### config.mk
export PLATFORM = sky130hd
export DESIGN_NAME = scmc_top
export DESIGN_NICKNAME = d
export VERILOG_FILES = /design/src/include/scmc_pkg.sv /design/src/hw/scmc_rc_osc.sv /design/src/hw/scmc_top.sv
export SDC_FILE = /design/constraint.sdc
export NUM_CORES = 1
export LEC_CHECK = 0
export ABC_AREA = 1
export BUFFER_PORTS_ARGS = -buffer_cell sky130_fd_sc_hd__buf_2
export CORE_UTILIZATION = 48
export CTS_BUF_LIST = sky130_fd_sc_hd__clkbuf_16
export CTS_CLUSTER_DIAMETER = 80
export DETAILED_ROUTE_END_ITERATION = 12
export HOLD_SLACK_MARGIN = 0.08
export PLACE_DENSITY = 0.72
export SLEW_MARGIN = 5
export SYNTH_ARGS = -nofsm -noshare
export SYNTH_HDL_FRONTEND = slang
export SYNTH_SLANG_ARGS = --single-unit
### constraint.sdc
create_clock -name aclk -period 2.6 [get_ports aclk]
set_input_delay 0.52 -clock aclk [delete_from_list [all_inputs] [get_ports aclk]]
set_output_delay 0.52 -clock aclk [all_outputs]
set_load 0.03 [all_outputs]
### src/include/scmc_pkg.sv
// shared constants and types of the system clock and mode controller
package scmc_pkg;

  // clock rates in Hz
  localparam int unsigned CLK_HZ           = 32'h017D_7840; // 25 MHz aclk
  localparam int unsigned FAST_OSC_HZ      = 32'h003D_0900; // 4 MHz
  localparam int unsigned SLOW_OSC_HZ      = 32'h0000_7D00; // 32 kHz
  localparam int unsigned FAST_READY_TICKS = 32'h0000_0010; // 16 oscillator cycles
  localparam int unsigned SLOW_READY_TICKS = 32'h0000_0002; // 2 oscillator cycles

  // register byte addresses
  localparam int unsigned ADDR_W           = 8;
  localparam logic [7:0]  ADDR_CLOCK_MODE  = 8'h00;
  localparam logic [7:0]  ADDR_IDLE_CTRL   = 8'h04;
  localparam logic [7:0]  ADDR_POWER_CTRL  = 8'h08;
  localparam logic [7:0]  ADDR_MODE_STATUS = 8'h0C;

  // field positions
  localparam int unsigned CM_DIV_LSB       = 5;
  localparam int unsigned CM_SLOW_RDY      = 3;
  localparam int unsigned CM_FAST_RDY      = 2;
  localparam int unsigned CM_IDLE_EN       = 1;
  localparam int unsigned CM_FAST_SLOW     = 0;
  localparam int unsigned IC_SYSCLK_KEEP   = 7;
  localparam int unsigned PC_LVD_EN        = 0;
  localparam int unsigned PC_WDT_EN        = 1;
  localparam int unsigned MS_MODE_LSB      = 0;
  localparam int unsigned MS_SWITCH_PEND   = 3;
  localparam int unsigned MS_ACT_FAST      = 4;

  // reset values
  localparam logic [2:0]  DIV_SEL_RST      = 3'h6;
  localparam logic        FAST_SLOW_RST    = 1'h0;
  localparam logic        IDLE_EN_RST      = 1'h1;
  localparam logic        SYSCLK_KEEP_RST  = 1'h0;
  localparam logic        LVD_EN_RST       = 1'h0;
  localparam logic        WDT_EN_RST       = 1'h0;

  // divider decode: codes up to this one pick the sub clock
  localparam logic [2:0]  DIV_SUB_MAX      = 3'h1;
  localparam logic [3:0]  DIV_LOG_BASE     = 4'h8;

  // mode codes as software reads them
  localparam logic [2:0]  MODE_NORMAL      = 3'h0;
  localparam logic [2:0]  MODE_SLOW        = 3'h1;
  localparam logic [2:0]  MODE_IDLE0       = 3'h2;
  localparam logic [2:0]  MODE_IDLE1       = 3'h3;
  localparam logic [2:0]  MODE_SLEEP0      = 3'h4;
  localparam logic [2:0]  MODE_SLEEP1      = 3'h5;

  localparam logic [1:0]  RESP_OKAY        = 2'h0;
  localparam logic [1:0]  RESP_SLVERR      = 2'h2;

  typedef enum logic [2:0] {
    ST_RUN    = 3'h0,
    ST_IDLE1  = 3'h1,
    ST_IDLE0  = 3'h3,
    ST_SLEEP1 = 3'h2,
    ST_SLEEP0 = 3'h6
  } scmc_state_t;

  // clock enables and oscillator controls toward the rest of the chip
  typedef struct packed {
    logic cpu_clk_en;
    logic sys_clk_en;
    logic sub_clk_en;
    logic timebase_clk_en;
    logic wdt_clk_en;
    logic fast_rc_osc_on;
    logic slow_rc_osc_on;
    logic lvd_bandgap_keep;
  } scmc_clk_out_t;

endpackage

### src/hw/scmc_rc_osc.sv
// behavioural RC oscillator: tick enable and start-up ready flag
`timescale 1ns/10ps
`default_nettype none
module scmc_rc_osc #(
  parameter int unsigned CLK_HZ      = 32'h017D_7840,
  parameter int unsigned OSC_HZ      = 32'h003D_0900,
  parameter int unsigned READY_TICKS = 32'h0000_0010
) (
  // clock and reset
  input  wire logic aclk,
  input  wire logic aresetn,
  // control
  input  wire logic run,
  // oscillator outputs
  output logic      tick,
  output logic      ready
);

  typedef struct packed {
    logic [31:0] acc;
    logic [7:0]  cnt;
    logic        tick;
    logic        ready;
  } scmc_osc_state_t;

  localparam scmc_osc_state_t OSC_RST = '0;
  localparam logic [7:0] READY_LAST = 8'(READY_TICKS - 1);

  scmc_osc_state_t s_q;
  scmc_osc_state_t s_d;
  logic [31:0]     acc_sum;

  // phase accumulator keeps the average rate exact on a 25 MHz clock
  always_comb begin
    s_d      = s_q;
    acc_sum  = s_q.acc + OSC_HZ;
    s_d.tick = 1'h0;
    if (!run) begin
      // stopped oscillator loses its stable state
      s_d = OSC_RST;
    end else if (acc_sum >= CLK_HZ) begin
      s_d.acc  = acc_sum - CLK_HZ;
      s_d.tick = 1'h1;
      if (s_q.cnt == READY_LAST) begin
        s_d.ready = 1'h1;
      end else if (!s_q.ready) begin
        s_d.cnt = s_q.cnt + 8'h01;
      end
    end else begin
      s_d.acc = acc_sum;
    end
  end

  always_ff @(posedge aclk) begin
    if (!aresetn) begin
      s_q <= OSC_RST;
    end else begin
      s_q <= s_d;
    end
  end

  assign tick  = s_q.tick;
  assign ready = s_q.ready;

endmodule
`default_nettype wire

### src/hw/scmc_top.sv
// system clock source selection and operating mode sequencer with AXI4-Lite registers
//
// Our own choices: the AXI4-Lite slave port and the register addresses.
`timescale 1ns/10ps
`default_nettype none
module scmc_top (
  // clock and reset
  input  wire logic                        aclk,
  input  wire logic                        aresetn,
  // AXI4-Lite write address
  input  wire logic                        s_axi_awvalid,
  output logic                             s_axi_awready,
  input  wire logic [scmc_pkg::ADDR_W-1:0] s_axi_awaddr,
  // AXI4-Lite write data
  input  wire logic                        s_axi_wvalid,
  output logic                             s_axi_wready,
  input  wire logic [31:0]                 s_axi_wdata,
  input  wire logic [3:0]                  s_axi_wstrb,
  // AXI4-Lite write response
  output logic                             s_axi_bvalid,
  input  wire logic                        s_axi_bready,
  output logic [1:0]                       s_axi_bresp,
  // AXI4-Lite read address
  input  wire logic                        s_axi_arvalid,
  output logic                             s_axi_arready,
  input  wire logic [scmc_pkg::ADDR_W-1:0] s_axi_araddr,
  // AXI4-Lite read data
  output logic                             s_axi_rvalid,
  input  wire logic                        s_axi_rready,
  output logic [31:0]                      s_axi_rdata,
  output logic [1:0]                       s_axi_rresp,
  // CPU core events
  input  wire logic                        halt_req,
  input  wire logic                        wake_req,
  // clock enables and oscillator controls
  output scmc_pkg::scmc_clk_out_t          clk_out
);

  typedef struct packed {
    scmc_pkg::scmc_state_t   st;
    logic [2:0]              clock_divider_select;
    logic                    fast_slow_select;
    logic                    idle_mode_enable;
    logic                    idle_sysclk_keep;
    logic                    lowvolt_detect_enable;
    logic                    wdt_enable;
    logic                    lvd_latched;
    logic                    act_fast;
    logic [2:0]              act_log;
    logic [5:0]              div_cnt;
    logic                    aw_have;
    logic [7:0]              aw_addr;
    logic                    w_have;
    logic [7:0]              w_data;
    logic                    w_stb;
    logic                    awready;
    logic                    wready;
    logic                    bvalid;
    logic [1:0]              bresp;
    logic                    arready;
    logic                    rvalid;
    logic [7:0]              rdata;
    logic [1:0]              rresp;
    scmc_pkg::scmc_clk_out_t clk;
  } scmc_top_state_t;

  localparam scmc_top_state_t TOP_RST = '{
    st:                    scmc_pkg::ST_RUN,
    clock_divider_select:  scmc_pkg::DIV_SEL_RST,
    fast_slow_select:      scmc_pkg::FAST_SLOW_RST,
    idle_mode_enable:      scmc_pkg::IDLE_EN_RST,
    idle_sysclk_keep:      scmc_pkg::SYSCLK_KEEP_RST,
    lowvolt_detect_enable: scmc_pkg::LVD_EN_RST,
    wdt_enable:            scmc_pkg::WDT_EN_RST,
    lvd_latched:           1'h0,
    act_fast:              1'h1,
    act_log:               3'h2,
    div_cnt:               6'h00,
    aw_have:               1'h0,
    aw_addr:               8'h00,
    w_have:                1'h0,
    w_data:                8'h00,
    w_stb:                 1'h0,
    awready:               1'h0,
    wready:                1'h0,
    bvalid:                1'h0,
    bresp:                 2'h0,
    arready:               1'h0,
    rvalid:                1'h0,
    rdata:                 8'h00,
    rresp:                 2'h0,
    clk:                   '0
  };

  scmc_top_state_t s_q;
  scmc_top_state_t s_d;

  logic       fast_tick;
  logic       fast_ready;
  logic       slow_tick;
  logic       slow_ready;
  logic       req_fast;
  logic [2:0] req_log;
  logic [3:0] log_diff;
  logic       pending;
  logic       tgt_ready;
  logic [5:0] ratio_m1;
  logic       div_done;
  logic       src_tick;
  logic       src_ready;
  logic       sys_tick;
  logic       do_switch;
  logic [2:0] mode_code;
  logic [7:0] rd_val;
  logic       rd_ok;
  logic       is_run;
  logic       is_idle1;

  // fast oscillator, started only while some clock needs it
  scmc_rc_osc #(
    .CLK_HZ      (scmc_pkg::CLK_HZ),
    .OSC_HZ      (scmc_pkg::FAST_OSC_HZ),
    .READY_TICKS (scmc_pkg::FAST_READY_TICKS)
  ) u_fast_osc (
    .aclk    (aclk),
    .aresetn (aresetn),
    .run     (s_q.clk.fast_rc_osc_on),
    .tick    (fast_tick),
    .ready   (fast_ready)
  );

  // sub oscillator
  scmc_rc_osc #(
    .CLK_HZ      (scmc_pkg::CLK_HZ),
    .OSC_HZ      (scmc_pkg::SLOW_OSC_HZ),
    .READY_TICKS (scmc_pkg::SLOW_READY_TICKS)
  ) u_slow_osc (
    .aclk    (aclk),
    .aresetn (aresetn),
    .run     (s_q.clk.slow_rc_osc_on),
    .tick    (slow_tick),
    .ready   (slow_ready)
  );

  always_comb begin
    s_d = s_q;

    is_run   = (s_q.st == scmc_pkg::ST_RUN);
    is_idle1 = (s_q.st == scmc_pkg::ST_IDLE1);

    // requested source: one of fast or sub, never neither
    req_fast = s_q.fast_slow_select
               || (s_q.clock_divider_select > scmc_pkg::DIV_SUB_MAX);
    log_diff = scmc_pkg::DIV_LOG_BASE - {1'h0, s_q.clock_divider_select};
    req_log  = s_q.fast_slow_select ? 3'h0 : log_diff[2:0];

    // active divider on the fast source, ratio 2**act_log; the sub clock is not divided
    ratio_m1  = 6'((7'h01 << s_q.act_log) - 7'h01);
    div_done  = (s_q.div_cnt == ratio_m1);
    src_tick  = s_q.act_fast ? (fast_tick && div_done) : slow_tick;
    src_ready = s_q.act_fast ? fast_ready : slow_ready;
    sys_tick  = src_tick && src_ready;

    if (s_q.act_fast && fast_tick) begin
      s_d.div_cnt = div_done ? 6'h00 : s_q.div_cnt + 6'h01;
    end

    // source change: only when the old period has just closed, or the old
    // source is not ticking, so no shortened pulse reaches the consumers
    pending   = (req_fast != s_q.act_fast) || (req_fast && (req_log != s_q.act_log));
    tgt_ready = req_fast ? fast_ready : slow_ready;
    do_switch = is_run && pending && tgt_ready && (src_tick || !src_ready);
    if (do_switch) begin
      s_d.act_fast = req_fast;
      s_d.act_log  = req_log;
      s_d.div_cnt  = 6'h00;
    end

    // mode sequencing
    unique case (s_q.st)
      scmc_pkg::ST_RUN: begin
        if (halt_req) begin
          s_d.lvd_latched = s_q.lowvolt_detect_enable;
          if (s_q.idle_mode_enable) begin
            s_d.st = s_q.idle_sysclk_keep ? scmc_pkg::ST_IDLE1
                                          : scmc_pkg::ST_IDLE0;
          end else if (s_q.lowvolt_detect_enable || s_q.wdt_enable) begin
            s_d.st = scmc_pkg::ST_SLEEP1;
          end else begin
            s_d.st = scmc_pkg::ST_SLEEP0;
          end
        end
      end
      scmc_pkg::ST_IDLE0, scmc_pkg::ST_IDLE1,
      scmc_pkg::ST_SLEEP0, scmc_pkg::ST_SLEEP1: begin
        if (wake_req) begin
          s_d.st = scmc_pkg::ST_RUN;
        end
      end
      default: begin
        s_d.st = scmc_pkg::ST_RUN;
      end
    endcase

    // clock enables, registered one cycle behind the oscillator tick
    s_d.clk.cpu_clk_en      = sys_tick && is_run;
    s_d.clk.sys_clk_en      = sys_tick && (is_run || is_idle1);
    s_d.clk.timebase_clk_en = slow_tick
                              && (s_q.st != scmc_pkg::ST_SLEEP0)
                              && (s_q.st != scmc_pkg::ST_SLEEP1);
    s_d.clk.wdt_clk_en      = slow_tick && s_q.wdt_enable
                              && (s_q.st != scmc_pkg::ST_SLEEP0);
    // fast oscillator off once neither the active nor the requested
    // source needs it; consumers of divided fast clocks lose them too
    s_d.clk.fast_rc_osc_on  = (is_run && (s_q.act_fast || req_fast))
                              || (is_idle1 && s_q.act_fast);
    s_d.clk.slow_rc_osc_on  = !((s_q.st == scmc_pkg::ST_SLEEP0)
                                && !s_q.lvd_latched);
    // a tick already in flight must not outlive the stopped oscillator
    s_d.clk.sub_clk_en      = slow_tick && s_d.clk.slow_rc_osc_on;
    s_d.clk.lvd_bandgap_keep = is_run ? s_q.lowvolt_detect_enable
                                      : s_q.lvd_latched;

    // mode as software sees it
    unique case (s_q.st)
      scmc_pkg::ST_RUN:    mode_code = s_q.act_fast ? scmc_pkg::MODE_NORMAL
                                                    : scmc_pkg::MODE_SLOW;
      scmc_pkg::ST_IDLE0:  mode_code = scmc_pkg::MODE_IDLE0;
      scmc_pkg::ST_IDLE1:  mode_code = scmc_pkg::MODE_IDLE1;
      scmc_pkg::ST_SLEEP0: mode_code = scmc_pkg::MODE_SLEEP0;
      scmc_pkg::ST_SLEEP1: mode_code = scmc_pkg::MODE_SLEEP1;
      default:             mode_code = scmc_pkg::MODE_NORMAL;
    endcase

    // AXI4-Lite write: address and data are taken in either order
    if (s_axi_awvalid && s_q.awready) begin
      s_d.aw_have = 1'h1;
      s_d.aw_addr = s_axi_awaddr;
    end
    if (s_axi_wvalid && s_q.wready) begin
      s_d.w_have = 1'h1;
      s_d.w_data = s_axi_wdata[7:0];
      s_d.w_stb  = s_axi_wstrb[0];
    end
    if (s_q.bvalid && s_axi_bready) begin
      s_d.bvalid = 1'h0;
    end
    if (s_q.aw_have && s_q.w_have && !s_q.bvalid) begin
      s_d.aw_have = 1'h0;
      s_d.w_have  = 1'h0;
      s_d.bvalid  = 1'h1;
      s_d.bresp   = scmc_pkg::RESP_OKAY;
      unique case (s_q.aw_addr)
        scmc_pkg::ADDR_CLOCK_MODE: begin
          if (s_q.w_stb) begin
            s_d.clock_divider_select = s_q.w_data[scmc_pkg::CM_DIV_LSB +: 3];
            s_d.idle_mode_enable     = s_q.w_data[scmc_pkg::CM_IDLE_EN];
            s_d.fast_slow_select     = s_q.w_data[scmc_pkg::CM_FAST_SLOW];
          end
        end
        scmc_pkg::ADDR_IDLE_CTRL: begin
          if (s_q.w_stb) begin
            s_d.idle_sysclk_keep = s_q.w_data[scmc_pkg::IC_SYSCLK_KEEP];
          end
        end
        scmc_pkg::ADDR_POWER_CTRL: begin
          if (s_q.w_stb) begin
            s_d.lowvolt_detect_enable = s_q.w_data[scmc_pkg::PC_LVD_EN];
            s_d.wdt_enable            = s_q.w_data[scmc_pkg::PC_WDT_EN];
          end
        end
        scmc_pkg::ADDR_MODE_STATUS: begin
          // read only, write ignored
        end
        default: begin
          s_d.bresp = scmc_pkg::RESP_SLVERR;
        end
      endcase
    end
    // hold each channel closed while its item or the response is waiting
    s_d.awready = !s_d.aw_have && !s_d.bvalid;
    s_d.wready  = !s_d.w_have && !s_d.bvalid;

    // AXI4-Lite read
    rd_val = 8'h00;
    rd_ok  = 1'h1;
    unique case (s_axi_araddr)
      scmc_pkg::ADDR_CLOCK_MODE: begin
        rd_val[scmc_pkg::CM_DIV_LSB +: 3]   = s_q.clock_divider_select;
        rd_val[scmc_pkg::CM_SLOW_RDY]       = slow_ready;
        rd_val[scmc_pkg::CM_FAST_RDY]       = fast_ready;
        rd_val[scmc_pkg::CM_IDLE_EN]        = s_q.idle_mode_enable;
        rd_val[scmc_pkg::CM_FAST_SLOW]      = s_q.fast_slow_select;
      end
      scmc_pkg::ADDR_IDLE_CTRL: begin
        rd_val[scmc_pkg::IC_SYSCLK_KEEP]    = s_q.idle_sysclk_keep;
      end
      scmc_pkg::ADDR_POWER_CTRL: begin
        rd_val[scmc_pkg::PC_LVD_EN]         = s_q.lowvolt_detect_enable;
        rd_val[scmc_pkg::PC_WDT_EN]         = s_q.wdt_enable;
      end
      scmc_pkg::ADDR_MODE_STATUS: begin
        rd_val[scmc_pkg::MS_MODE_LSB +: 3]  = mode_code;
        rd_val[scmc_pkg::MS_SWITCH_PEND]    = pending;
        rd_val[scmc_pkg::MS_ACT_FAST]       = s_q.act_fast;
      end
      default: begin
        rd_ok = 1'h0;
      end
    endcase
    if (s_q.rvalid && s_axi_rready) begin
      s_d.rvalid = 1'h0;
    end
    if (s_axi_arvalid && s_q.arready) begin
      s_d.rvalid = 1'h1;
      s_d.rdata  = rd_val;
      s_d.rresp  = rd_ok ? scmc_pkg::RESP_OKAY : scmc_pkg::RESP_SLVERR;
    end
    s_d.arready = !s_d.rvalid;
  end

  always_ff @(posedge aclk) begin
    if (!aresetn) begin
      s_q <= TOP_RST;
    end else begin
      s_q <= s_d;
    end
  end

  assign s_axi_awready = s_q.awready;
  assign s_axi_wready  = s_q.wready;
  assign s_axi_bvalid  = s_q.bvalid;
  assign s_axi_bresp   = s_q.bresp;
  assign s_axi_arready = s_q.arready;
  assign s_axi_rvalid  = s_q.rvalid;
  assign s_axi_rdata   = {24'h00_0000, s_q.rdata};
  assign s_axi_rresp   = s_q.rresp;
  assign clk_out       = s_q.clk;

endmodule
`default_nettype wire

## After elaboration in Yosys (flattened, before gate mapping)

Index checks and enable logic that the tools add are counted.

- Logic and storage cells: 172
- Register bits: 150
- Output and inout port bits: 49

- Reductions and logical operators: 59
- Mux-type cells: 36
- Add/sub/neg operators: 9
- Bitwise logic cells: 5
- $lt $le $gt $ge: 3
- Shift-type cells: 1
- Eq/ne operators: 19

Operator list:

| cell | count |
|---|---|
| $ge 32x25->1 const B | 2 |
| $mux 32 | 2 |
| $sub 32x25->32 const B | 2 |
| $eq 8x4->1 const B | 5 |
| $add 32x15->32 const B | 1 |
| $add 32x22->32 const B | 1 |
| $logic_and 1x1->1 | 26 |
| $mux 3 | 6 |
| $add 8x1->8 const B | 2 |
| $eq 8x3->1 const B | 2 |
| $logic_not 8->1 | 2 |
| $pmux 3 s5 | 1 |
| $reduce_and 3->1 | 5 |
| $mux 1 | 13 |
| $mux 2 | 6 |
| $reduce_and 2->1 | 6 |
| $reduce_or 4->1 | 3 |
| $mux 11 | 1 |
| $mux 10 | 1 |
| $mux 9 | 1 |
| $eq 8x1->1 const B | 1 |
| $logic_not 1->1 | 8 |
| $logic_or 1x1->1 | 7 |
| $add 6x1->6 const B | 1 |
| 21 further kinds | 27 |

## Logic depth before layout (Yosys ltp)

Gate-level depths: netlist of the first run.

- Word-level depth: 9
- Mapped depth: 21

## Cells and area by module

A second synthesis of the first run with hierarchy kept.

- Cells, all modules: 1508
- Area total of the unflattened synthesis: 9157.5 sq um

By module, submodules not included:

| module | area an instance (sq um) | cells each | instances |
|---|---|---|---|
| scmc_rc_osc at u_slow_osc | 3113.0 | 562 | 1 |
| scmc_top | 3094.2 | 431 | 1 |
| scmc_rc_osc at u_fast_osc | 2950.3 | 515 | 1 |

## Least setup slack after synthesis of the first run

Ideal clock, no wire load.

- Kind: register -> register
- From: register u_fast_osc.s_q[18] (netlist name)
- To: register u_fast_osc.s_q[32] (netlist name)
- Path slack: 0.265 ns
- Path buffers: 1
- Clock period less this slack: 2.335 ns
- Data arrival time: 2.219 ns
- Stages on the path, launching flop included: 20
- Setup time: 0.116 ns
- Cell sequence: dfxtp_1 ha_1 nand2_1 nand2_1 nand2_2 nor2_2 nand2_1 nand2_2 nand2_1 nand2_1 nand2_1 nor2_1 nand2_1 a21oi_1 nand2_1 nand3_2 buf_4 nand2_1 o21ai_0 nor2_1

- Cells in the longest elaborated chain, start to end: 3

Ends and longest elaborated chain:

| item | line | source |
|---|---|---|
| start: declaration | scmc_rc_osc.sv:29 | `scmc_osc_state_t s_q;` |
| start signal: assignment | scmc_rc_osc.sv:56 | `s_q <= OSC_RST;` |
| start signal: assignment | scmc_rc_osc.sv:58 | `s_q <= s_d;` |
| $add 32x22->32 * | scmc_rc_osc.sv:36 | `acc_sum = s_q.acc + OSC_HZ;` |
| $sub 32x25->32 or $ge 32x25->1 (tied branches) | scmc_rc_osc.sv:42, scmc_rc_osc.sv:41 |  |
| $mux 32 * | scmc_rc_osc.sv:41 | `end else if (acc_sum >= CLK_HZ) begin` |

Every way passes the cells marked *; elsewhere a longest branch is shown, timed or not.
A chain may end at the register's enable or synchronous reset.

## Worst setup path after layout of the first run

- From: register u_fast_osc.s_q[19] (netlist name)
- To: register u_fast_osc.s_q[18] (netlist name)

- Cells in the longest elaborated chain, start to end: 3

Ends and longest elaborated chain:

| item | line |
|---|---|
| $add 32x22->32 | scmc_rc_osc.sv:36 |
| $ge 32x25->1 | scmc_rc_osc.sv:41 |
| $mux 32 | scmc_rc_osc.sv:41 |

Every way passes these cells.

==> results of run 1 <==
## power by group through the flow
stage	clock, mW	combinational, mW	sequential [mW]
after floorplan	0	2.60	2.41
after detailed placement	0	3.68	2.44
after global routing	2.41	6.24	2.45
after global placement	0	3.64	2.43
after CTS	2.32	4.19	2.40
final	2.29	5.78	2.43
## flip-flops by register name (all words and copies together), names as in the netlist
signal            count
s_q                  38
u_fast_osc.s_q       34
u_slow_osc.s_q       34
clk_out               8
s_axi_rdata           8
s_axi_arready         1
s_axi_awready         1
s_axi_bresp           1
s_axi_bvalid          1
s_axi_rresp           1
s_axi_rvalid          1
s_axi_wready          1
u_fast_osc.ready      1
u_fast_osc.tick       1
u_slow_osc.ready      1
u_slow_osc.tick       1
## cells in the final DEF (no fill, tap or decap), drive strengths merged, types with 12 or more instances in the layout
cell type  instances
dfxtp            133
ha                14
o21ai             51
nand3            108
xor2              29
nor3              21
nor2             212
nand4             27
nand2            373
conb              26
xnor2             20
clkbuf            19
a21oi             80
nor4              12
buf              133
inv              179
## through the flow
stage	cell area (um2)	power (mW)	setup TNS, ns
after global routing	10500	11.1	-1.64
after CTS	9860	8.91	-0.000785
after detailed placement	9200	6.12	-0.639
after global placement	9200	6.07	-0.00304
final	10500	10.5	-0.00199
after floorplan	8630	5.01	0
## routing by layer
metal	wire (um)	global-route usage, %
met5	0	0
met4	643	8.86
met3	698	3.37
met2	10600	40.3
met1	9520	27.5
## cells in the mapped netlist, types with 4 or more instances
library cell,n
inv_2,6
o21ai_0,49
nand3_2,4
nor3_1,21
clkinv_1,4
nor2_2,5
o211ai_1,7
nand3b_1,10
nand4_1,26
or2_2,4
ha_1,14
clkbuf_1,12
buf_2,6
xnor2_1,20
a21oi_1,79
nor2_1,204
nand2_1,362
nor4_1,12
nand3_1,104
xor2_1,28
dfxtp_1,133
nand2_2,7
inv_1,167
buf_4,45
## kinds of logic after synthesis
| family | after synthesis |
|---|---|
| AO/OA/AOI/OAI | 153 |
| other | 1 |
| AND/OR/NAND/NOR | 767 |
| flip-flops | 133 |
| adder cells (fa/ha/maj) | 14 |
| buffers and inverters | 244 |
| XOR/XNOR | 49 |
## worst min-delay path by stage
stage	endpoint	start	cells after the start	slack [ns]
3_3_place_gp	s_axi_awready	s_q[43]	1	0.45
6_report	s_q[54]	halt_req	2	0.34
4_1_cts	s_q[54]	halt_req	2	0.33
2_1_floorplan	s_axi_awready	s_q[43]	1	0.43
3_5_place_dp	s_axi_awready	s_q[43]	1	0.45
5_1_grt	s_q[54]	halt_req	2	0.34
## cell type report
type	instances	area, um2
fillers	1571	6830
multi-input cells	1011	5320
flip-flops and latches	133	2680
repair buffers	135	1030
inverters	177	664
clock buffers	17	425
well taps	225	282
clock inverters	15	128
## timing repair
item                                    in CTS  in global routing
pin swaps                                    0                 40
buffers inserted                             2                 18
cloned                                       2                  3
endpoints found under the setup margin      24                 73
resized for setup                           17                149
==> summary.md, run 1 <==
| Metric | Value |
|---|---|
| Routed len/inst | `approximately 13 um` |
| Worst slew pin tran | `0.693 ns` |
| Port Buffers | `53` |
| Static leakage | `4.83 nW` |
| Filler-free cell count of the finished design | `between 1,500 and 2,000` |
| Placement Setup Slack | `-0.0674 ns` |
| Synth Area in Compound Gates | `9.70%` |
| Cells after Synth | `1,361` |
| Relative slew slack | `a little over half` |
| Critical Path Fanout Max | `8` |
| CP Capture Type | `flop` |
| Critical path, cell by cell | `ha_4 -> nand2_4 -> nand2_4 -> nand2_4 -> nand2_1 -> inv_2 -> nand3_2 -> nor2_4 -> nand4_1 -> nand2_1 -> nand3_2 -> nand2_2 -> nand2_2 -> nand3_4 -> buf_6 -> buf_12 -> buf_8 -> nand3_1 -> nand2_1 -> nor2_1` |
| Largest net degree at the start of global routing | `25` |
| CTS tree | `done` |
| Synth Area in Simple Gates | `between 30% and 40%` |
| Pwr/cell area | `about 1000 mW/mm2` |
| Final Hold Viols | `0` |
| WP depth | `20` |
| Seq/Total Area, Yosys | `~31%` |
| # hold bufs at CTS | `0` |
| Core Region | `between 0.015 and 0.02 mm2` |
| Clock power share | `21.8%` |
| Fin crit share | `100%` |
| Fin crit period | `~2.6 ns` |
| Setup slack after layout | `-0.00199 ns` |
| Switching portion of total power | `approximately 40%` |
| # DRC | `0` |
| CTS clk-pin slew, worst paths | `~0.07 ns` |
| Area grow syn2layout | `23.3%` |
| Req. time, crit path | `slightly below 3 ns` |
| Setup crit start kind | `flop` |
| Outcome | `finished, violations left` |
| Worst path slowest cell | `dfxtp_2` |
| Post-Route Utilization | `between 60% and 70%` |
| EDFF count, synth | `0` |
| P_sw | `about 4.3 mW` |
| Xor and xnor fraction of the mapped netlist area | `5.25%` |
| Adder-Cell Fraction of Synth Area | `under 10%` |
| Final setup viols | `1` |
| Slowest stage delay, CP | `between 0.3 and 0.4 ns` |
| Clock Latency Late Sink | `roughly 0.43 ns` |
| Grt ovf | `0` |
| Vias after detailed routing | `8,702` |
| Initial antenna violation count | `0` |
| Sequential share of power | `a little under a quarter` |
| Area leader, netlist | `dfxtp_1` |
| CTS root buf | `clkbuf_16` |
| Synth top area share | `between 30% and 40%` |
| I/O pins | `110` |
| Row count | `between 40 and 50` |
| Post-synthesis mux area share | `0%` |
| Slew Limit Fails | `0` |
| Vias in the first global route | `7,689` |
| Worst Skew | `0.0115 ns` |
| FF-to-FF Start | `u_fast_osc.s_q[19]` |
| GRT Total Usage | `between 20% and 30%` |
| Failing checks | `setup timing` |
| Total placed cells including tap cells | `between 1,500 and 2,000` |
| Largest family of logic cells by synthesized area | `simple AND/OR/NAND/NOR gates` |
| Remaining antenna violation count after routing | `0` |
| Layout cells sized above 1 | `21.5%` |
| Total CTS buffers | `17` |
| Reg2Reg Setup Slack | `-0.002 ns` |
| Final WL | `approximately 21,000 um` |
| CP delay by family, top | `simple AND/OR/NAND/NOR gates` |
| Pint | `about 6.2 mW` |
| Hold/Removal Path Class | `in2reg` |
| Worst setup startpoint | `u_fast_osc.s_q[19]` |
| Max cap viols | `0` |
| Width of the die | `about 140 um` |
| Drt first-iter violations | `around 530` |
| Max Clk Rate | `between 0.3 and 0.4 GHz` |
| Comb pwr share | `55.1%` |
| Ys Warns | `0` |
| Post-synth ARST share | `0%` |
| DP Wirelength | `around 15,000 um` |
| Syn Std Cell Area | `0.00854 mm2` |
| N_diodes | `0` |
| Starting Density | `slightly below 50%` |
| Clock Tree Buf Depth | `2` |
| Arrival time of the worst setup path | `approximately 2.9 ns` |
| WS Path Type | `reg2reg` |
| End of the critical path | `u_fast_osc.s_q[18]` |
| Reg2reg path depth | `20` |
| Nets@finish | `around 1,600` |
| Syn avg cell area | `about 6.3 um2` |
| RD Place Congestion | `between 0.8 and 0.9` |
| Worst IR Drop VDD | `between 1 and 1.5 mV` |
| Post-synthesis cell type count | `45` |
| Die height | `between 100 and 150 um` |
| Final Hold Slack | `about 0.34 ns` |
| Post-synth top flop | `dfxtp_1` |
| TritonRoute pass-1 iters | `5` |
| Die ar. | `0.0183 mm2` |
| Worst Path Buf+Inv | `4` |
| CTS HTree Levels | `4` |
| Synth area leaders | `dfxtp_1, nand2_1, nor2_1, inv_1, nand3_1` |
| First-pass GRT wire length | `roughly 34,000 um` |
| Clk sink count | `around 130` |
| Flops & latches, synth | `about 130` |
| Via density | `5.08` |
| Reg-to-reg endpoint | `u_fast_osc.s_q[18]` |
Note: power is estimated with default switching activity, not from simulation.
==> inputs of run 2 (changes only) <==
--- a/config.mk
+++ b/config.mk
@@ -12,6 +12,7 @@
 export CTS_CLUSTER_DIAMETER = 80
 export DETAILED_ROUTE_END_ITERATION = 12
 export HOLD_SLACK_MARGIN = 0.08
+export MAX_ROUTING_LAYER = met4
 export PLACE_DENSITY = 0.72
 export SLEW_MARGIN = 5
 export SYNTH_ARGS = -nofsm -noshare
==> run 2 against run 1 <==
Against the previous run: the flow now finishes without violations; flip-flop and latch count is the same; clock power grew 7%; register-to-register slack better by 0.02 ns; utilization is 0.17 points higher; final cell count about the same; via count rose by 0.24%; critical endpoint is now u_fast_osc.s_q[20]; largest cell class unchanged.
==> summary.md, run 2 (synthesis results as in run 1) <==
| Metric | Value |
|---|---|
| Outcome | `finished, final reports clean` |
| Filler instances | `~1,600` |
| Final setup viols | `0` |
| Initial antenna violation count | `0` |
| Remaining antenna violation count after routing | `0` |
| Total CTS buffers | `17` |
| CP Capture Type | `flop` |
| Final Hold Viols | `0` |
| Critical path, cell by cell | `ha_4 -> nand2_4 -> nand2_4 -> nand2_1 -> xor2_2 -> inv_2 -> nand2_2 -> nand2_1 -> inv_1 -> nand2_2 -> nand3_2 -> nand2_2 -> nand2_2 -> nand3_4 -> buf_12 -> buf_16 -> or2_2 -> a21oi_2` |
| Starting Density | `between 40% and 50%` |
| Worst Skew | `0.0110 ns` |
| Port Buffers | `53` |
| Clk sink count | `133` |
| Static leakage | `~4.8 nW` |
| Largest regs | `s_q x38, u_fast_osc.s_q x34, u_slow_osc.s_q x34` |
| Tot Pwr | `approximately 10 mW` |
| Drt first-iter violations | `roughly 550` |
| Hold/Removal Path Class | `in2reg` |
| Worst path slowest cell | `dfxtp_2` |
| Row count | `48` |
| Req. time, crit path | `just under 3 ns` |
| N_diodes | `0` |
| Die ar. | `about 0.018 mm2` |
| Largest net degree at the start of global routing | `25` |
| Slew Limit Fails | `0` |
| Routed len/inst | `roughly 13 um` |
| Core Region | `between 0.015 and 0.02 mm2` |
| RD Place Congestion | `0.925` |
| Commonest cells after routing, fill and taps aside | `nand2_1, nor2_1, inv_1, dfxtp_1, nand3_1` |
| Grt ovf | `0` |
| Max FFs per register | `38` |
| I/O pins | `110` |
| Clock Latency Late Sink | `roughly 0.43 ns` |
| Vias after detailed routing | `between 8,000 and 9,000` |
| Layout cells sized above 1 | `between 20% and 30%` |
| Slowest stage delay, CP | `0.36 ns` |
| Arrival time of the worst setup path | `about 2.9 ns` |
| # DRC | `0` |
| Nets@finish | `roughly 1,600` |
| Fin crit period | `around 2.6 ns` |
| WS Path Type | `reg2reg` |
| Final WL | `approximately 22,000 um` |
| Setup crit start kind | `flop` |
| First-pass GRT wire length | `34,300 um` |
| GRT Total Usage | `23.7%` |
| Pwr/cell area | `around 960 mW/mm2` |
| Reg2Reg Setup Slack | `0.02 ns` |
| CTS clk-pin slew, worst paths | `~0.07 ns` |
| Area grow syn2layout | `23.7%` |
| CTS root buf | `clkbuf_16` |
| TritonRoute pass-1 iters | `5` |
| Largest register by flop count | `s_q` |
| Most common cell type on the critical path | `nand2_2` |
| Vias in the first global route | `a little under 8,000` |
| Max cap viols | `0` |
| Worst slew pin tran | `roughly 0.69 ns` |
| Via density | `5.09` |
| Relative slew slack | `53.9%` |
| Worst IR Drop VDD | `0.882 mV` |
| Die height | `around 140 um` |
| Post-Route Utilization | `60.8%` |
| Clock Tree Buf Depth | `2` |
| Most common cell after layout, fill and taps aside | `nand2_1` |
| Critical Path Fanout Max | `8` |
| CTS tree | `done` |
| Fin crit share | `a little under 100%` |
| Max Clk Rate | `about 0.39 GHz` |
| DP Wirelength | `approximately 15,000 um` |
| CTS HTree Levels | `4` |
| Width of the die | `between 100 and 150 um` |
-- run 2: changes by cell type in the layout (fill, tap and decap cells not counted), moves of 3 or more --
cell     change
a21oi_1      +6
a21oi_2      -5
buf_4        +7
buf_6        -4
inv_2        -3
inv_8        +6
nand2_2      +3
nand2_4      -4
nand3_1      +4
nand3_2      -4
nor2_2       -3
-- run 2: per-stage QoR --
step                      cells  hold WS (ns)  area (um2)  worst slack (ns)  setup TNS, ns
after floorplan            1386         0.427        8630             0.265              0
after global placement     1660         0.449        9220            0.0146              0
after detailed placement   1660         0.446        9220           -0.0253         -0.198
after CTS                  1694         0.327        9930          -0.00992       -0.00992
after global routing       1714         0.337       10600           -0.0877          -1.10
final                      1714         0.336       10600            0.0174              0
-- run 2: worst max-delay path: cells and delay by family, from the launching register on --
family          cells  cell delay (ns)
flops               1             0.36
buf+inv             4             0.51
xor+xnor            1             0.25
compound gates      1             0.11
fa+ha+maj           1             0.15
simple gates       11             1.14
-- run 2: path summary, 6_finish.rpt --
| check | startpoint | cells past startpoint | endpoint |
|---|---|---|---|
| setup reg to reg | u_fast_osc.s_q[18] | 18 | u_fast_osc.s_q[20] |
| setup / recovery | u_fast_osc.s_q[18] | 18 | u_fast_osc.s_q[20] |
| hold / removal | s_axi_awaddr[5] | 3 | s_q[40] |
| hold reg to reg | s_q[43] | 1 | s_axi_awready |
-- run 2: where the power goes --
part,leakage [nW],switching (mW),internal [mW]
logic,3.47,2.94,2.32
clock network,0.294,1.07,1.38
registers,1.09,0.165,2.25
total,4.85,4.18,5.95
-- run 2: layout make-up --
class | instances | area, um2 | share of cell area (%)
multi-input cells | 1010 | 5300 | 50.2
flip-flops and latches | 133 | 2680 | 25.4
repair buffers | 137 | 1030 | 9.75
inverters | 177 | 667 | 6.32
clock buffers | 17 | 425 | 4.03
well taps | 225 | 282 | 2.67
clock inverters | 15 | 174 | 1.65
-- run 2: routing by layer --
layer  track usage, %  part of all wire (%)  vias up
met5                -                     0        -
met4             7.30                   2.3        0
met3             3.63                   3.9       46
met2             40.8                    51      221
met1             28.3                    43     3955
li1                 -                     -     4501
-- run 2: what timing repair did --
item,in CTS,in global routing
cloned,1,4
hold buffers,0,0
resized for setup,21,125
setup buffers,1,16
endpoints found under the setup margin,38,73
pin swaps,6,37
==> inputs of run 3 (changes only) <==
--- a/config.mk
+++ b/config.mk
@@ -7,6 +7,8 @@
 export LEC_CHECK = 0
 export ABC_AREA = 1
 export BUFFER_PORTS_ARGS = -buffer_cell sky130_fd_sc_hd__buf_2
+export CAP_MARGIN = 40
+export CORE_ASPECT_RATIO = 1.25
 export CORE_UTILIZATION = 48
 export CTS_BUF_LIST = sky130_fd_sc_hd__clkbuf_16
 export CTS_CLUSTER_DIAMETER = 80
@@ -17,4 +19,5 @@
 export SLEW_MARGIN = 5
 export SYNTH_ARGS = -nofsm -noshare
 export SYNTH_HDL_FRONTEND = slang
+export SYNTH_HIERARCHICAL = 1
 export SYNTH_SLANG_ARGS = --single-unit
==> run 3 against run 2 <==
Against the previous run: the run now ends with DRC left; die area up 7.2%; utilization shrank 4.7 points; hold slack better by 0.014 ns; non-clock buffer count shrank 44; first-iteration DRC count shrank 9.2%; worst setup slack better by 0.10 ns; highest routed layer unchanged; critical path depth unchanged; sequential power about the same; clock-buffer cell count unchanged; clock power decreased by 2%; maximum frequency grew 4.2%; sequential share of layout area up 0.094 points.
==> summary.md, run 3 <==
| Metric | Value |
|---|---|
| CTS tree | `done` |
| Die height | `156 um` |
| Initial antenna violation count | `0` |
| Slew Limit Fails | `0` |
| Cells after Synth | `around 1,500` |
| Row count | `between 50 and 60` |
| N_diodes | `0` |
| CTS HTree Levels | `4` |
| CP Capture Type | `flop` |
| Largest net degree at the start of global routing | `25` |
| Met2 WL | `approximately 12,000 um` |
| First-pass GRT wire length | `around 37,000 um` |
| Cell with the most instances after synthesis | `nand2_1` |
| Post-synth ARST share | `0%` |
| Worst Skew | `between 0.008 and 0.009 ns` |
| Clock Tree Buf Depth | `2` |
| Syn Std Cell Area | `0.00916 mm2` |
| Drt first-iter violations | `around 500` |
| Vias after detailed routing | `a little over 9,000` |
| Placement Setup Slack | `about 0.05 ns` |
| Outcome | `finished, violations left` |
| Starting Density | `about half` |
| Worst slew pin tran | `~0.54 ns` |
| Area grow syn2layout | `14.8%` |
| Area leader, netlist | `dfxtp_1` |
| Failing checks | `DRC` |
| Core Region | `0.0187 mm2` |
| Largest regs | `s_q x38, u_fast_osc/s_q x34, u_slow_osc/s_q x34` |
| Met1 WL | `~9800 um` |
| Filler-free cell count of the finished design | `approximately 1,800` |
| Top sig layer | `met4` |
| Routed len/inst | `around 12 um` |
| Worst Path Buf+Inv | `2` |
| # DRC | `3` |
| Pwr/cell area | `963 mW/mm2` |
| Largest register by flop count | `s_q` |
| Max Clk Rate | `~0.40 GHz` |
| Max cap viols | `0` |
| Vias in the first global route | `~8,300` |
| Grt ovf | `0` |
| TritonRoute pass-1 iters | `10` |
| Slowest stage delay, CP | `roughly 0.33 ns` |
| Clock Latency Late Sink | `about 0.42 ns` |
| EDFF count, synth | `0` |
| Req. time, crit path | `approximately 2.9 ns` |
| Width of the die | `around 130 um` |
| Syn avg cell area | `slightly above 6 um2` |
| I/O pins | `110` |
| Final Hold Viols | `0` |
| Port Buffers | `53` |
| Fin crit share | `95.3%` |
| Nets@finish | `about 1,700` |
| Via density | `approximately 5.1` |
| Max FFs per register | `38` |
| WS Path Type | `reg2reg` |
| Setup crit start kind | `flop` |
| Setup slack after layout | `~0.12 ns` |
| Hold/Removal Path Class | `in2reg` |
| Worst IR Drop VDD | `around 1.1 mV` |
| Remaining antenna violation count after routing | `0` |
| Final WL | `about 23,000 um` |
| CP delay by family, top | `simple AND/OR/NAND/NOR gates` |
| Flops & latches, synth | `133` |
| Synth top area share | `29.1%` |
| Final setup viols | `0` |
| Total CTS buffers | `17` |
| Clk sink count | `133` |
| CTS root buf | `clkbuf_16` |
| Worst path slowest cell | `dfxtp_2` |
| Ys Warns | `6` |
| DP Wirelength | `approximately 17,000 um` |
| GRT Total Usage | `23.7%` |
| Critical path, cell by cell | `ha_2 -> nand2_1 -> nand2_2 -> inv_2 -> nor2_4 -> nand2_2 -> nand2_4 -> nand3_1 -> nand2_2 -> nand2_4 -> nor2_2 -> nand2_2 -> nor2_4 -> nand3_4 -> buf_4 -> nand3_1 -> nand2_1 -> nor2_1` |
| Relative slew slack | `64.3%` |
| Wire length on met3 | `about 730 um` |
| Most common cell type on the critical path | `nand2_2` |
| Die ar. | `roughly 0.02 mm2` |
| Static leakage | `5.00 nW` |
| Reg2Reg Setup Slack | `around 0.12 ns` |
| Commonest cells in the synthesized netlist | `nand2_1, nor2_1, inv_1, nand3_1, dfxtp_1` |
| Post-synthesis cell type count | `48` |
| RD Place Congestion | `0.976` |
| CTS clk-pin slew, worst paths | `approximately 0.060 ns` |
| Layout cells sized above 1 | `16.5%` |
| Post-synth top flop | `dfxtp_1` |
| Most common cell after layout, fill and taps aside | `nand2_1` |
| Seq/Total Area, Yosys | `between 20 and 30%` |
| Total placed cells including tap cells | `~1,800` |
| Fin crit period | `about 2.5 ns` |
| Critical Path Fanout Max | `6` |
| Arrival time of the worst setup path | `~2.8 ns` |
| Commonest cells after routing, fill and taps aside | `nand2_1, nor2_1, inv_1, nand3_1, dfxtp_1` |
| Synth area leaders | `dfxtp_1, nand2_1, nor2_1, nand3_1, inv_1` |
-- run 3: cell count changes after synthesis, moves of 11 or more --
| cell | change |
|---|---|
| nand3_1 | +36 |
| nand2_2 | +21 |
| nor2_1 | +19 |
| nor2_2 | +11 |
| nand2_1 | +79 |
| xnor2_1 | -13 |
| inv_2 | +14 |
-- run 3: logic make-up after synthesis --
kind of cell               Yosys count  share of synthesized area, %
and+or+nand+nor                    928                          44.2
buffers and inverters              259                          13.2
AOI/OAI and AO/OA                  139                          8.25
DFF                                133                          29.1
xor gates and xnor gates            34                          3.25
adders and majority gates           14                          1.91
other                                1                        0.0409
-- run 3: layout make-up --
type	count	area, um2
Tap cell	232	290
Inverter	191	722
Timing Repair Buffer	93	629
Fill cell	1853	8200
Clock inverter	15	163
Sequential cell	133	2680
Clock buffer	17	425
Multi-Input combinational cell	1142	5600
-- run 3: worst paths after layout --
path	start	to	cells after the start
setup / recovery	u_fast_osc/s_q[19]	u_fast_osc/s_q[24]	18
setup reg to reg	u_fast_osc/s_q[19]	u_fast_osc/s_q[24]	18
hold / removal	s_axi_wdata[6]	s_q[32]	3
hold reg to reg	s_q[63]	clk_out[7]	1
-- run 3: worst register-to-register path, stage by stage (launching register included) --
cell and delay, ns:
dfxtp_2 0.33, ha_2 0.18, nand2_1 0.08, nand2_2 0.15, inv_2 0.06, nor2_4 0.13, nand2_2 0.09, nand2_4 0.09
nand3_1 0.08, nand2_2 0.11, nand2_4 0.08, nor2_2 0.13, nand2_2 0.08, nor2_4 0.14, nand3_4 0.18, buf_4 0.22
nand3_1 0.06, nand2_1 0.05, nor2_1 0.16
-- run 3: through the flow --
step	TNS (ns)	instance area, um2	total power [mW]	hold slack (ns)	util [%]
2_1_floorplan	0	9250	5.71	0.398	-
3_3_place_gp	0	9520	6.48	0.448	50.9
3_5_place_dp	0	9520	6.55	0.439	50.9
4_1_cts	0	10100	9.00	0.333	54.1
5_1_grt	-0.158	10500	10.8	0.350	56.2
6_report	0	10500	10.1	0.350	56.2
-- run 3: report_power, final --
part	internal (mW)	switching, mW	total, mW
combinational	2.12	3.18	5.30
sequential	2.25	0.161	2.41
clock	1.49	0.919	2.41
-- run 3: routing by layer --
layer / up-vias / track usage [%]
li1: 4829 / -
met4: 0 / 8.54
met3: 45 / 3.25
met1: 4264 / 26.8
met5: - / -
met2: 195 / 42.6
-- run 3: what timing repair did --
| action | 4_1_cts | 5_1_grt |
|---|---|---|
| resized for setup | 0 | 72 |
| endpoints found under the setup margin | 0 | 70 |
| hold buffers | 0 | 0 |
| setup buffers | 0 | 13 |
